File: src/hw/iic_map.vh
`ifndef IIC_MAP_VH
`define IIC_MAP_VH
// Function
// RQ1 - fourteen sources, each high or low priority
// RQ2 - pending flag sets regardless of enable
// RQ3 - after instruction ends, long call to vector
// RQ4 - return instruction resumes interrupted program
// RQ5 - disabled pending flag makes no request
// RQ6 - per-source enables gated by global enable
// RQ7 - clear global enable then single-cycle may take
// RQ8 - software follows global clear with two-byte op
// RQ9 - some flags auto-clear on vectoring
// RQ10 - idle halts cpu, clocks and state kept
// RQ11 - stop halts cpu, interrupts, internal oscillator
// RQ12 - after oscillators off only reset resumes
// RQ13 - idle bit write enters idle after instruction
// RQ14 - enabled interrupt clears idle and resumes
// RQ15 - resume after idle-setting instruction
// RQ16 - reset in idle restarts at zero
// RQ17 - supervisory timer reset ends idle, maybe disabled
// RQ18 - single-byte after idle write may miss wake
// RQ19 - high priority first, preempts low only
`define IIC_NSRC 14
`define IIC_OFF_PEND 12'h000
`define IIC_OFF_ENABLE 12'h004
`define IIC_OFF_PRIO 12'h008
`define IIC_OFF_AUTOCLR 12'h00C
`define IIC_OFF_POWER 12'h010
`define IIC_OFF_STATUS 12'h014
`define IIC_OFF_IRQ_STAT 12'h018
`define IIC_OFF_IRQ_MASK 12'h01C
`define IIC_GLOBAL_BIT 7
`define IIC_IDLE_BIT 0
`define IIC_STOP_BIT 1
`define IIC_AUTOCLR_RST 14'h0000
`define IIC_VEC_BASE 16'h0003
`define IIC_VEC_STEP 16'h0008
`define IIC_RESET_VEC 16'h0000
`define IIC_EV_TAKE 0
`define IIC_EV_IDLE_WAKE 1
`define IIC_EV_STOP 2
`endif

File: src/hw/iic_interrupt_and_idle.v
// Design decisions made here: the APB register port and the address map.
`include "iic_map.vh"
module iic_interrupt_and_idle (
  input wire pclk,
  input wire presetn,
  input wire psel,
  input wire penable,
  input wire pwrite,
  input wire [11:0] paddr,
  input wire [31:0] pwdata,
  output reg [31:0] prdata,
  output wire pready,
  output wire pslverr,
  input wire [13:0] src_event,
  input wire instr_done,
  input wire instr_single_cycle,
  input wire return_from_isr_instr,
  input wire supervisory_timer_reset,
  input wire supervisory_timer_lock,
  output reg long_call_instr,
  output reg [15:0] call_vector,
  output reg [3:0] call_source,
  output wire cpu_halt,
  output reg restart_req,
  output wire int_osc_enable,
  output wire timers_enable,
  output wire [1:0] active_level,
  output wire irq
);
  reg [13:0] pend_reg;
  reg [13:0] irq_enable_reg;
  reg [13:0] prio_reg;
  reg [13:0] autoclr_reg;
  reg [7:0] power_control_reg;
  reg global_irq_enable;
  reg global_prev_reg;
  reg idle_reg;
  reg stop_reg;
  reg lost_wake_reg;
  reg in_hi_reg;
  reg in_lo_reg;
  reg [2:0] irq_stat_reg;
  reg [2:0] irq_mask_reg;
  wire wr;
  wire rd;
  wire found;
  wire found_hi;
  wire [3:0] index;
  wire [13:0] req;
  wire [13:0] req_hi;
  wire [13:0] req_lo;
  wire take;
  wire allow;
  wire [15:0] vec;
  wire wake;
  wire mapped;
  reg [2:0] ev;

  function [15:0] vec_of;
    input [3:0] idx;
    begin
      vec_of = `IIC_VEC_BASE + (`IIC_VEC_STEP * {12'h000, idx});
    end
  endfunction

  assign wr = psel & penable & pwrite;
  assign rd = psel & ~pwrite;
  assign pready = 1'b1;
  assign mapped = (paddr == `IIC_OFF_PEND) | (paddr == `IIC_OFF_ENABLE) | (paddr == `IIC_OFF_PRIO) |
                  (paddr == `IIC_OFF_AUTOCLR) | (paddr == `IIC_OFF_POWER) | (paddr == `IIC_OFF_STATUS) |
                  (paddr == `IIC_OFF_IRQ_STAT) | (paddr == `IIC_OFF_IRQ_MASK);
  assign pslverr = psel & penable & ~mapped;

  // disabled flags simply never reach the arbiter
  assign req = pend_reg & irq_enable_reg & {`IIC_NSRC{global_irq_enable | global_prev_reg}}; // RQ5 RQ6
  // a level already in service masks itself and anything lower
  assign req_hi = (in_hi_reg | stop_reg) ? 14'h0000 : (req & prio_reg); // RQ19 RQ11
  assign req_lo = (in_hi_reg | in_lo_reg | stop_reg) ? 14'h0000 : (req & ~prio_reg); // RQ1 RQ19

  iic_arbiter u_arb (
    .req_hi(req_hi),
    .req_lo(req_lo),
    .found(found),
    .found_hi(found_hi),
    .index(index)
  );

  // a global clear just issued still lets a single-cycle successor slip through
  assign allow = global_irq_enable | (global_prev_reg & instr_single_cycle); // RQ7
  // vectoring only at instruction boundaries, or straight out of idle
  assign take = found & allow & (instr_done | idle_reg); // RQ3
  assign vec = vec_of(index);
  // idle wakes on any enabled request not masked by a level in service or by stop, unless the wake was lost on entry
  assign wake = idle_reg & (|(req_hi | req_lo)) & ~lost_wake_reg; // RQ14 RQ18

  assign cpu_halt = (idle_reg & ~wake) | stop_reg; // RQ10 RQ11
  assign int_osc_enable = ~stop_reg; // RQ11
  assign timers_enable = ~stop_reg; // RQ11
  assign active_level = {in_hi_reg, in_lo_reg};
  assign irq = |(irq_stat_reg & irq_mask_reg);

  always @* begin
    ev = 3'h0;
    ev[`IIC_EV_TAKE] = take;
    ev[`IIC_EV_IDLE_WAKE] = wake;
    ev[`IIC_EV_STOP] = wr & (paddr == `IIC_OFF_POWER) & pwdata[`IIC_STOP_BIT] & ~stop_reg;
  end

  integer k;
  always @(posedge pclk or negedge presetn) begin
    if (!presetn) begin
      pend_reg <= 14'h0000;
      irq_enable_reg <= 14'h0000;
      prio_reg <= 14'h0000;
      autoclr_reg <= `IIC_AUTOCLR_RST;
      power_control_reg <= 8'h00;
      global_irq_enable <= 1'b0;
      global_prev_reg <= 1'b0;
      idle_reg <= 1'b0;
      stop_reg <= 1'b0;
      lost_wake_reg <= 1'b0;
      in_hi_reg <= 1'b0;
      in_lo_reg <= 1'b0;
      irq_stat_reg <= 3'h0;
      irq_mask_reg <= 3'h0;
      long_call_instr <= 1'b0;
      call_vector <= `IIC_RESET_VEC;
      call_source <= 4'h0;
      restart_req <= 1'b0;
      prdata <= 32'h00000000;
    end else begin
      long_call_instr <= 1'b0;
      restart_req <= 1'b0;
      global_prev_reg <= global_irq_enable & instr_single_cycle ? 1'b0 : 1'b0;
      // software write-one-to-clear first; hardware sets below win
      if (wr && paddr == `IIC_OFF_PEND)
        pend_reg <= pend_reg & ~pwdata[13:0];
      if (wr && paddr == `IIC_OFF_ENABLE) begin
        irq_enable_reg <= pwdata[13:0];
        if (global_irq_enable && !pwdata[16 + `IIC_GLOBAL_BIT])
          global_prev_reg <= 1'b1;
        global_irq_enable <= pwdata[16 + `IIC_GLOBAL_BIT]; // RQ6 RQ8
      end
      if (wr && paddr == `IIC_OFF_PRIO)
        prio_reg <= pwdata[13:0]; // RQ1
      if (wr && paddr == `IIC_OFF_AUTOCLR)
        autoclr_reg <= pwdata[13:0];
      if (wr && paddr == `IIC_OFF_IRQ_MASK)
        irq_mask_reg <= pwdata[2:0];
      if (wr && paddr == `IIC_OFF_POWER) begin
        power_control_reg <= pwdata[7:0];
        if (pwdata[`IIC_IDLE_BIT]) begin
          idle_reg <= 1'b1; // RQ13
          // an interrupt landing with the idle write can lose later wakes
          lost_wake_reg <= take & instr_single_cycle; // RQ18
        end
        if (pwdata[`IIC_STOP_BIT])
          stop_reg <= 1'b1; // RQ11
      end
      if (take) begin
        long_call_instr <= 1'b1; // RQ3
        call_vector <= vec; // RQ15
        call_source <= index;
        if (found_hi)
          in_hi_reg <= 1'b1; // RQ19
        else
          in_lo_reg <= 1'b1;
        if (autoclr_reg[index])
          pend_reg[index] <= 1'b0; // RQ9
      end else if (return_from_isr_instr) begin
        // unwind the most recent level only
        if (in_hi_reg)
          in_hi_reg <= 1'b0; // RQ4
        else
          in_lo_reg <= 1'b0; // RQ4
      end
      if (wake)
        idle_reg <= 1'b0; // RQ14
      // supervisory or other resets end idle; stop only ends by reset
      if (supervisory_timer_reset) begin
        idle_reg <= 1'b0; // RQ16 RQ17
        stop_reg <= 1'b0; // RQ12
        lost_wake_reg <= 1'b0;
        in_hi_reg <= 1'b0;
        in_lo_reg <= 1'b0;
        restart_req <= 1'b1;
        call_vector <= `IIC_RESET_VEC; // RQ16
      end
      // events set sticky flags regardless of enable; set beats clear
      for (k = 0; k < `IIC_NSRC; k = k + 1) begin
        if (src_event[k] && !stop_reg)
          pend_reg[k] <= 1'b1; // RQ2
      end
      if (wr && paddr == `IIC_OFF_IRQ_STAT)
        irq_stat_reg <= (irq_stat_reg & ~pwdata[2:0]) | ev;
      else
        irq_stat_reg <= irq_stat_reg | ev;
      if (rd) begin
        case (paddr)
          `IIC_OFF_PEND: prdata <= {18'h00000, pend_reg};
          `IIC_OFF_ENABLE: prdata <= {8'h00, global_irq_enable, 7'h00, 2'h0, irq_enable_reg};
          `IIC_OFF_PRIO: prdata <= {18'h00000, prio_reg};
          `IIC_OFF_AUTOCLR: prdata <= {18'h00000, autoclr_reg};
          `IIC_OFF_POWER: prdata <= {30'h00000000, stop_reg, idle_reg};
          `IIC_OFF_STATUS: prdata <= {23'h000000, supervisory_timer_lock, lost_wake_reg, in_hi_reg, in_lo_reg,
                                      call_source};
          `IIC_OFF_IRQ_STAT: prdata <= {29'h00000000, irq_stat_reg};
          `IIC_OFF_IRQ_MASK: prdata <= {29'h00000000, irq_mask_reg};
          default: prdata <= 32'h00000000;
        endcase
      end
    end
  end
endmodule

File: src/hw/iic_arbiter.v
`include "iic_map.vh"
module iic_arbiter (
  input wire [13:0] req_hi,
  input wire [13:0] req_lo,
  output reg found,
  output reg found_hi,
  output reg [3:0] index
);
  integer i;
  // lowest index wins within a level; high level beats low
  always @* begin
    found = 1'b0;
    found_hi = 1'b0;
    index = 4'h0;
    for (i = `IIC_NSRC - 1; i >= 0; i = i - 1) begin
      if (req_lo[i]) begin
        found = 1'b1;
        index = i[3:0];
      end
    end
    for (i = `IIC_NSRC - 1; i >= 0; i = i - 1) begin
      if (req_hi[i]) begin
        found = 1'b1;
        found_hi = 1'b1; // RQ19
        index = i[3:0];
      end
    end
  end
endmodule

File: config.mk
export PLATFORM = sky130hd
export DESIGN_NAME = iic_interrupt_and_idle
export DESIGN_NICKNAME = d
export VERILOG_FILES = /design/src/hw/iic_interrupt_and_idle.v /design/src/hw/iic_arbiter.v
export VERILOG_INCLUDE_DIRS = /design/src /design/src/hw
export SDC_FILE = /design/constraint.sdc
export NUM_CORES = 1
export LEC_CHECK = 0
export ABC_AREA = 1
export BUFFER_PORTS_ARGS = -buffer_cell sky130_fd_sc_hd__buf_4
export CAP_MARGIN = 20
export CORE_MARGIN = 1
export CORE_UTILIZATION = 35
export DETAILED_ROUTE_END_ITERATION = 16
export REMOVE_ABC_BUFFERS = 1
export SLEW_MARGIN = 10
export SYNTH_ARGS = -nofsm -noshare
export SYNTH_HDL_FRONTEND = slang
export SYNTH_SLANG_ARGS = --single-unit
File: constraint.sdc
create_clock -name pclk -period 4.2 [get_ports pclk]
set_input_delay 1.26 -clock pclk [delete_from_list [all_inputs] [get_ports pclk]]
set_output_delay 1.26 -clock pclk [all_outputs]
set_load 0.01 [all_outputs]
## Yosys cells after proc, flatten, opt, wreduce, memory -nomap -nowiden

Cells that the tools add are included.

- Bits in registers: 123
- Output and inout port bits: 62
- Memories: 0
- Memory bits (writable): 0
- Input bits: 68
- Latch bits: 0
- ROM bits: 0
- Word-level logic and storage cells: 239

- Muxes and demuxes: 120
- Add/subtract/negate cells: 1
- Reduce and logical (&&, ||, !) cells: 40
- Multiply operators: 0
- Shift operators: 0
- Bitwise gates (word level): 48
- Equal/unequal tests: 10
- Divide/modulo/power cells: 0
- $lt $le $gt $ge: 2

Operator list:

| cell | count |
|---|---|
| 24-bit case mux with 8 select lines | 1 |
| 4-bit 2-to-1 mux | 28 |
| 14-bit AND | 6 |
| 1-bit 2-to-1 mux | 81 |
| 14-bit 2-to-1 mux | 5 |
| 12-bit by 5-bit equality test with 1-bit output, second input constant | 4 |
| 14-bit inverter | 3 |
| 16-bit 2-to-1 mux | 2 |
| 12-bit by 4-bit equality test with 1-bit output, second input constant | 2 |
| 1-bit logical AND | 23 |
| 1-bit AND | 14 |
| 1-bit bitwise OR | 14 |
| 14-bit bitwise OR | 1 |
| 14-bit OR reduction | 1 |
| 12-bit by 3-bit equality test with 1-bit output, second input constant | 1 |
| 12-bit zero test | 1 |
| 3-bit nonzero test | 3 |
| 2-bit by 7-bit adder with 8-bit output, first input constant | 1 |
| 2-bit AND reduction | 4 |
| 2-bit nonzero test | 4 |
| 3-bit AND | 2 |
| 3-bit != test, second input constant | 2 |
| 3-bit bitwise OR | 2 |
| 4-bit by 5-bit less-than comparator with 1-bit output, second input constant | 1 |
| other kinds (10) | 15 |

## Logic depth before layout (Yosys ltp)

Gate-level depths: netlist of run 1.

- Depth after elaboration: 41
- Mapped depth: 40
- Depth with buffers taken out: 39

## Hierarchy

A second synthesis of run 1 with hierarchy kept.

- Cell total of the unflattened synthesis: 863
- Area total of the unflattened synthesis: 6084.6 µm²

Modules (own cells, without submodules):

| module | cells each | sequential area each (µm²) | area each (µm²) | times used |
|---|---|---|---|---|
| iic_interrupt_and_idle | 771 | 2377.3 | 5655.4 | 1 |
| iic_arbiter | 92 | 0.0 | 429.2 | 1 |

## Worst setup path after synthesis of run 1

Ideal clock, no wire load.

- Path type: input -> output
- Start: input paddr[7]
- End: output pslverr
- Arrival: 2.483 ns
- Path buffers: 1
- Slack: 0.457 ns
- Data required time: 2.940 ns
- Cell stages on the path: 9
- Path through: nor2_1 > inv_1 > nor3_1 > inv_1 > nor2_1 > nand2_1 > clkbuf_1 > nand4_1 > nor4_1

- Cells in the longest elaborated chain, start to end: 10
- Elaborated cells on any way between the ends: 17
- Classes of those cells: 7 x eq/ne; 9 x bitwise; 1 x reduce/logical

RTL lines:

| element | line | text |
|---|---|---|
| start, declared | iic_interrupt_and_idle.v:9 | `input wire [11:0] paddr,` |
| 12-bit by 3-bit equality test with 1-bit output / 12-bit zero test (equally long branches) | -- |  |
| 1-bit bitwise OR (6 in series) | iic_interrupt_and_idle.v:69 | `` assign mapped = (paddr == `IIC_OFF_PEND) \| (paddr == `IIC_OFF_ENABLE) \| (paddr == `IIC_OFF_PRIO) \| `` |
| 1-bit bitwise OR (*) | iic_interrupt_and_idle.v:69 |  |
| 1-bit inverter (*) | iic_interrupt_and_idle.v:72 | `assign pslverr = psel & penable & ~mapped;` |
| 1-bit AND (*) | iic_interrupt_and_idle.v:72 |  |
| end, declared | iic_interrupt_and_idle.v:13 | `output wire pslverr,` |

Every way passes the cells marked *; elsewhere a longest branch is shown, timed or not.

## Final worst setup path of run 1

- Start: register global_prev_reg
- End: output cpu_halt

- Cells in the longest elaborated chain, start to end: 11
- Elaborated cells on any way between the ends: 13
- Classes of those cells: 2 x mux; 10 x bitwise; 1 x reduce/logical

RTL lines:

| element | line | text |
|---|---|---|
| start, declared | iic_interrupt_and_idle.v:36 | `reg global_prev_reg;` |
| start signal, assigned | iic_interrupt_and_idle.v:134 | `global_prev_reg <= global_irq_enable & instr_single_cycle ? 1'b0 : 1'b0;` |
| 1-bit bitwise OR (*) | iic_interrupt_and_idle.v:75 | `` assign req = pend_reg & irq_enable_reg & {`IIC_NSRC{global_irq_enable \| global_prev_reg}}; `` |
| 14-bit AND (*) | iic_interrupt_and_idle.v:75 |  |
| 14-bit AND, on equally long branches | iic_interrupt_and_idle.v:77, iic_interrupt_and_idle.v:78 |  |
| 14-bit 2-to-1 mux, on equally long branches | iic_interrupt_and_idle.v:77, iic_interrupt_and_idle.v:78 |  |
| 14-bit bitwise OR (*) | iic_interrupt_and_idle.v:94 | `assign wake = idle_reg & (\|(req_hi \| req_lo)) & ~lost_wake_reg;` |
| 14-bit OR reduction (*) | iic_interrupt_and_idle.v:94 |  |
| 1-bit AND (*) (2 in series) | iic_interrupt_and_idle.v:94 |  |
| 1-bit inverter (*) | iic_interrupt_and_idle.v:96 | `assign cpu_halt = (idle_reg & ~wake) \| stop_reg;` |
| 1-bit AND (*) | iic_interrupt_and_idle.v:96 |  |
| 1-bit bitwise OR (*) | iic_interrupt_and_idle.v:96 |  |
| end, declared | iic_interrupt_and_idle.v:23 | `output wire cpu_halt,` |

Marked as above.

==> qor_table.md, run 1 <==
| Item | This run |
|---|---|
| Worst clock skew | 0.00808 ns |
| HP Start | prdata[12] |
| Final-layout setup total negative slack | 0 ns |
| Sinks on Clock Net | 95 |
| Die X | 130 µm |
| Crit path launch | global_prev_reg |
| Most frequent standard cell in the layout excluding fill and tap cells | sky130_fd_sc_hd__nand2_1 |
| Internal power component | 1390 µW |
| List of cells traversed by the critical path | nor2_2 -> buf_4 -> nor3_1 -> inv_1 -> nor3_1 -> nor2_1 -> nand2_1 -> nor3_1 -> nand3_1 -> inv_1 -> nor3_2 -> o21ai_0 -> buf_4 |
| Top cells by area, synth | sky130_fd_sc_hd__dfrtp_1, sky130_fd_sc_hd__nand2_1, sky130_fd_sc_hd__inv_1 |
| Clock latency of the later-clocked register in the worst-skew pair | 0.36 ns |
| DRC Markers | 0 |
| Cell mode on critical path | sky130_fd_sc_hd__nor3_1 |
| Deepest clock path buffer count | 2 |
| Instance area at placement | 6550 µm² |
| # nets final | 949 |
| Wire length of the first global-routing pass | 27,200 µm |
| Antenna diode instance count | 0 |
| Ports | 130 |
| Port Buffers | 84 |
| Clock Root Buffer | sky130_fd_sc_hd__clkbuf_16 |
| Slowest stage cell on the critical path | sky130_fd_sc_hd__dfrtp_1 |
| Largest fanout on the critical path | 13 |
| Synthesized netlist cell count | 789 |
| Minimum hold slack | 0.481 ns |
| Layout cell share with drive strength beyond 1 | 0.173 |
| Total global routing track utilization | 0.221 |
| Required time of the critical path | 2.94 ns |
| Hold_buf cts | 0 |
| Proportion of synthesized chip area in sequential cells | 0.417 |
| Worst reg2reg path startpoint | global_prev_reg |
| Crit path arrival time | 2.72 ns |
| Async set-reset flop share out of synthesis | 1.00 |
| Overall routed net length | 17,800 µm |
| Slew margin rel. | 0.316 |
| First-pass DRT Iterations | 5 |
| Sequential Power Share | 0.508 |
| Hold Path Class | reg -> reg |
| Type of destination of the critical path | primary output |
| Run status | complete, no violations |
| Number of flip-flops and latches in the synthesized netlist | 95 |
| Detail Route Antenna Nets | 0 |
| Final-report max-slew violation count | 0 |
| Core Util, Final | 0.429 |
| Net switching power | 436 µW |
| Drt wl/cell | 16.1 µm |
| Final critical-path setup slack | 0.220 ns |
| Maximum achievable frequency | 251 MHz |
| Top cell type by total area after synthesis | sky130_fd_sc_hd__dfrtp_1 |
| Final Hold Violating Endpoints | 0 |
| Top cell type's share of synthesized area | 0.417 |
| Half-perimeter wire length of the detailed placement result | 13,200 µm |
| Vias in the first global route | 4,797 |
| Count of fill cells added during filler insertion | 1,729 |
| Leakage Power | 0.00334 µW |
| Mapped Avg Cell Area | 7.22 µm² |
| Highest cell delay on the worst timing path | 0.40 ns |
| Tcrit/Tclk final | 0.948 |
| Initial standard-cell utilization of the core | 0.358 |
| Max-cap check violation count | 0 |
| Yosys synthesis warning count | 0 |
| Combinational cell fraction of total power | 0.078 |
| Clock slew at the register clock pins of the worst setup and hold paths | 0.06 ns |
| GRT Residual Overflow | 0 |
| H-tree levels | 3 |
| Number of buffers created by CTS | 9 |
| Setup violation total in the final timing report | 0 |
| Largest register FFs | 15 |
| Core area | 15,900 µm² |
| Setup repair after global routing missed its margin | false |
| Cell area after layout | 6820 µm² |
| Antenna violations before repair | 0 |
| First-iteration detailed-routing DRC count | 324 |
| Net Sw Frac | 0.238 |
| Clk pwr share | 0.414 |
| Core Rows | 46 |
| Unique masters post-synth | 35 |
| Synth-to-layout area growth | 19.7% |
| Kind of launch point of the worst setup path | register |
| Max VDD drop | 0.192 mV |
| Post-detailed-route via-to-cell ratio | 4.80 |
| Full die area | 16,800 µm² |
| Post-Place Worst Slack | 0.312 ns |
| Worst setup path category | reg -> out |
| GPL Wtd Cong | 0.930 |
| Count of flip-flops with a built-in enable after synthesis | 0 |
| Clock tree from TritonCTS | done |
| Power per standard cell area | 269 nW/µm² |
| Largest net degree at the start of global routing | 55 |
| Mapped Area | 5690 µm² |
| Number of vias in the routed layout | 5,282 |
| Overall die height | 130 µm |
| Most frequent cells in the layout | sky130_fd_sc_hd__nand2_1, sky130_fd_sc_hd__inv_1, sky130_fd_sc_hd__buf_4 |
| Actual transition at the worst max-transition pin | 1.02 ns |
| Register containing the most flip-flops in the final layout | prdata |
| Ys flop type | sky130_fd_sc_hd__dfrtp_1 |
| Minimum clock period | 3.98 ns |
## logic make-up (layout without fill, tap and decap cells)
group           count (synthesis)  after routing  share of synthesized area
simple gates                  362            362                      0.295
buf+inv                       191            261                      0.151
compound gates                139            139                      0.134
flops                          95             95                      0.417
other cells                     2             28                    0.00132
## what timing repair did
item                       CTS  global route
resized for setup            0             1
setup buffers                0             0
setup endpoints to repair    0             1
## worst paths after layout
path	slack, ns	depth (start not counted)	end
setup / recovery	0.22	13	cpu_halt
hold / removal	0.48	2	prdata[12]
setup reg to reg	0.53	37	pend_reg[10]
hold reg to reg	0.48	2	prdata[12]
max in group asynchronous	2.34	2	prio_reg[10]
min in group asynchronous	0.95	1	prdata[1]
## worst max-delay path, delay by kind of cell, from the launching register on
kind                   cells  cell delay, ns
flip-flops                 1            0.40
AND/OR/NAND/NOR            8            1.07
buffers and inverters      4            0.67
AO/OA/AOI/OAI              1            0.22
## layer usage
metal | global-route usage | share of wire | vias up
li1 | - | - | 2653
met5 | 0 | 0 | -
met3 | 0.0339 | 0.056 | 34
met4 | 0.0923 | 0.033 | 0
met2 | 0.342 | 0.44 | 179
met1 | 0.306 | 0.47 | 2416
## final cells by class
cell class              instances  area, µm²  area share
clock buffers                  14        254      0.0373
multi-input cells             529       2570       0.377
clock inverters                 1       5.00    0.000734
repair buffers                107        816       0.120
flip-flops and latches         95       2380       0.349
well taps                     216        270      0.0396
inverters                     139        524      0.0769
## cell usage after synthesis (4+ instances only)
master                     instances
sky130_fd_sc_hd__nor2_1           55
sky130_fd_sc_hd__clkbuf_1         17
sky130_fd_sc_hd__nand2_4           4
sky130_fd_sc_hd__a21oi_1          20
sky130_fd_sc_hd__nand3_1          36
sky130_fd_sc_hd__nor4_1            5
sky130_fd_sc_hd__inv_1           133
sky130_fd_sc_hd__dfrtp_1          95
sky130_fd_sc_hd__o22ai_1          28
sky130_fd_sc_hd__nand3_2          12
sky130_fd_sc_hd__o21ai_0          81
sky130_fd_sc_hd__nor3_1           43
sky130_fd_sc_hd__nand4_1          10
sky130_fd_sc_hd__buf_4            32
sky130_fd_sc_hd__nand2_1         185
## power groups by stage
stage / clock network [µW] / registers, µW / logic, µW
4_1_cts: 769 / 930 / 144
3_3_place_gp: 0 / 947 / 143
3_5_place_dp: 0 / 947 / 144
2_1_floorplan: 0 / 949 / 47.9
6_report: 758 / 930 / 142
5_1_grt: 799 / 931 / 160
## metrics by stage
step	total power (µW)	instances
after detailed placement	1090	1086
after floorplan	997	763
after global placement	1090	1086
final	1830	1101
after global routing	1890	1101
after CTS	1840	1101
Note: power is estimated with default switching activity, not from simulation.
==> run 2, diff against run 1 <==
CELL_PAD_IN_SITES_DETAIL_PLACEMENT = 0   (was default)
CELL_PAD_IN_SITES_GLOBAL_PLACEMENT = 1   (was default)
CORE_MARGIN = default   (was 1)
PLACE_DENSITY_LB_ADDON = 0.1   (was default)
==> run 2 against run 1 <==
  * Sequential cell count unchanged
  * Cell area up 1.6%
  * First-iteration DRC count up 21%
  * Sequential share of layout area down 0.55 points
  * Worst setup slack worse by 0.016 ns
  * Count of clock-buffer cells in the layout down 5
  * Clock skew down 0.0025 ns
  * Non-clock buffer count up 3
  * Die area unchanged
  * Critical endpoint unchanged
  * Clock power up 19%
  * Highest routed layer unchanged
  * Total power up 7.9%
  * Critical path depth unchanged
==> qor_table.md, run 2 (same netlist as run 1, synthesis figures left out) <==
| Item | This run | Delta |
|---|---|---|
| Clock latency of the later-clocked register in the worst-skew pair | 0.35 ns | about the same |
| Final Hold Violating Endpoints | 0 | unchanged |
| Leakage Power | 0.00339 µW | +1.5% |
| Vias in the first global route | 5,050 | +5.3% |
| Number of vias in the routed layout | 5,375 | +1.8% |
| Final-report max-slew violation count | 0 | unchanged |
| Most frequent cells in the layout | sky130_fd_sc_hd__nand2_1, sky130_fd_sc_hd__inv_1, sky130_fd_sc_hd__buf_4 |  |
| Overall power consumption | 1970 µW | +7.9% |
| Instance area at placement | 6590 µm² | +0.53% |
| Worst setup path category | reg -> out |  |
| Largest fanout on the critical path | 9 | -4 |
| GRT Residual Overflow | 0 | unchanged |
| Full die area | 16,800 µm² | unchanged |
| Post-detailed-route via-to-cell ratio | 4.86 | +1.4% |
| Worst clock skew | 0.00558 ns | -0.00250 ns |
| Cell mode on critical path | sky130_fd_sc_hd__nor3_1 |  |
| GPL Wtd Cong | 0.868 | -6.7% |
| Clock Root Buffer | sky130_fd_sc_hd__clkbuf_16 |  |
| Sum of buffers and inverters on the critical path | 4 | unchanged |
| Cell area after layout | 6930 µm² | +1.6% |
| Detail Route Antenna Nets | 0 | unchanged |
| Deepest clock path buffer count | 2 | unchanged |
| Multi-input logic area | 2580 µm² | +0.39% |
| First-pass DRT Iterations | 5 | unchanged |
| Sinks on Clock Net | 95 | unchanged |
| DRC Markers | 0 | unchanged |
| Minimum clock period | 4.00 ns | +0.0160 ns |
| Post-CTS repair timing setup buffer count | 0 | unchanged |
| Ports | 130 | unchanged |
| Overall die height | 130 µm | unchanged |
| Clock tree from TritonCTS | done |  |
| Tcrit/Tclk final | 0.951 | +0.00382 |
| Wire length of the first global-routing pass | 28,900 µm | +6.2% |
| Die X | 130 µm | unchanged |
| Total number of cells along the worst setup path | 13 | unchanged |
| Type of destination of the critical path | primary output |  |
| Count of fill cells added during filler insertion | 1,710 | -1.1% |
| Antenna violations before repair | 0 | unchanged |
| Crit path arrival time | 2.74 ns | +0.02 ns |
| Max-cap check violation count | 0 | unchanged |
| Power per standard cell area | 285 nW/µm² | +6.2% |
| Half-perimeter wire length of the detailed placement result | 14,100 µm | +6.8% |
| Area taken by flip-flops and latches | 2380 µm² | unchanged |
| List of cells traversed by the critical path | nor2_2 -> buf_4 -> nor3_1 -> inv_1 -> nor3_1 -> nor2_1 -> nand2_1 -> nor3_1 -> nand3_1 -> inv_1 -> nor3_2 -> o21ai_0 -> buf_4 |  |
| # nets final | 952 | +0.32% |
| Maximum achievable frequency | 250 MHz | -0.40% |
| Layout cell share with drive strength beyond 1 | 0.183 | +0.0105 |
| Run status | complete, no violations |  |
| H-tree levels | 3 | unchanged |
| Core Rows | 46 | unchanged |
| Overall routed net length | 18,800 µm | +5.7% |
| Slew margin rel. | 0.377 | +0.0611 |
| Required time of the critical path | 2.94 ns | about the same |
| Synth-to-layout area growth | 21.6% |  |
| Most frequent standard cell in the layout excluding fill and tap cells | sky130_fd_sc_hd__nand2_1 |  |
| Highest cell delay on the worst timing path | 0.41 ns | about the same |
| Setup repair after global routing missed its margin | false |  |
| Port Buffers | 84 | unchanged |
| Number of buffers created by CTS | 9 | unchanged |
| Max VDD drop | 0.167 mV | -13% |
| Setup violation total in the final timing report | 0 | unchanged |
| Largest net degree at the start of global routing | 51 | -7.3% |
| Total global routing track utilization | 0.235 | +0.0149 |
| First-iteration detailed-routing DRC count | 392 | +21% |
| Antenna diode instance count | 0 | unchanged |
| Kind of launch point of the worst setup path | register |  |
| Register containing the most flip-flops in the final layout | prdata |  |
| Slowest stage cell on the critical path | sky130_fd_sc_hd__dfrtp_1 |  |
| R2R cell count | 39 | +5.4% |
| Hold_buf cts | 0 | unchanged |
| Hold Path Class | reg -> reg |  |
| Largest register FFs | 15 | unchanged |
| Worst Hold Depth | 2 | unchanged |
| Initial standard-cell utilization of the core | 0.358 | unchanged |
| Drt wl/cell | 17.0 µm | +5.3% |
| Family with the most delay on the worst path | simple AND/OR/NAND/NOR gates |  |
| Core area | 15,900 µm² | unchanged |
| Actual transition at the worst max-transition pin | 0.927 ns | -0.0963 ns |
| Clock slew at the register clock pins of the worst setup and hold paths | 0.07 ns | about the same |
## run 2: worst paths after layout
path | start | endpoint | slack (ns)
worst max-delay path | global_prev_reg | cpu_halt | 0.20
worst min-delay path | prdata[13] | prdata[13] | 0.48
worst max register to register | in_hi_reg | pend_reg[4] | 0.47
worst min register to register | prdata[13] | prdata[13] | 0.48
max in group asynchronous | presetn | pend_reg[7] | 2.58
min in group asynchronous | presetn | irq_stat_reg[0] | 0.91
## run 2: stage by stage
| step | hold slack [ns] | util | cells | TNS [ns] | setup WS (ns) |
|---|---|---|---|---|---|
| floorplan | 0.453 | - | 763 | -1.20 | -0.135 |
| global route | 0.509 | 0.436 | 1105 | 0 | 0.0446 |
| CTS | 0.486 | 0.435 | 1105 | 0 | 0.0434 |
| finish | 0.481 | 0.436 | 1105 | 0 | 0.204 |
| detailed placement | 0.467 | 0.415 | 1089 | 0 | 0.247 |
| global placement | 0.466 | 0.415 | 1089 | 0 | 0.254 |
## run 2: tightest hold or removal path: stages (launching register included)
cell and delay, ns:
sky130_fd_sc_hd__dfrtp_1 0.34, sky130_fd_sc_hd__nand2_1 0.05, sky130_fd_sc_hd__nand2_1 0.06
## run 2: where the power goes
| group | internal (µW) | leakage (µW) | total (µW) | switching, µW |
|---|---|---|---|---|
| clock network | 523 | 0.000152 | 902 | 379 |
| registers | 924 | 0.00123 | 929 | 5.27 |
| logic | 56.2 | 0.00201 | 144 | 87.5 |
## run 2: area by class of cell
type	count	area share
inverter	139	0.0757
clock buffer	9	0.0325
timing repair buffer	110	0.123
multi-input combinational	529	0.373
tap	216	0.0390
sequential	95	0.343
clock inverter	7	0.0141
## run 2: per-layer routing
metal  wire (µm)  GRT usage  up-vias  share of wire
met5           0          0        -              0
met4         300     0.0711        0          0.016
met3         858     0.0297       18          0.046
met2        8750      0.379      158           0.47
met1        8890      0.330     2538           0.47
li1            -          -     2661              -
## run 2: timing repair
| item | CTS | global route |
|---|---|---|
| gates resized for setup | 0 | 3 |
| hold endpoints to repair | 0 | 0 |
| setup endpoints to repair | 0 | 1 |
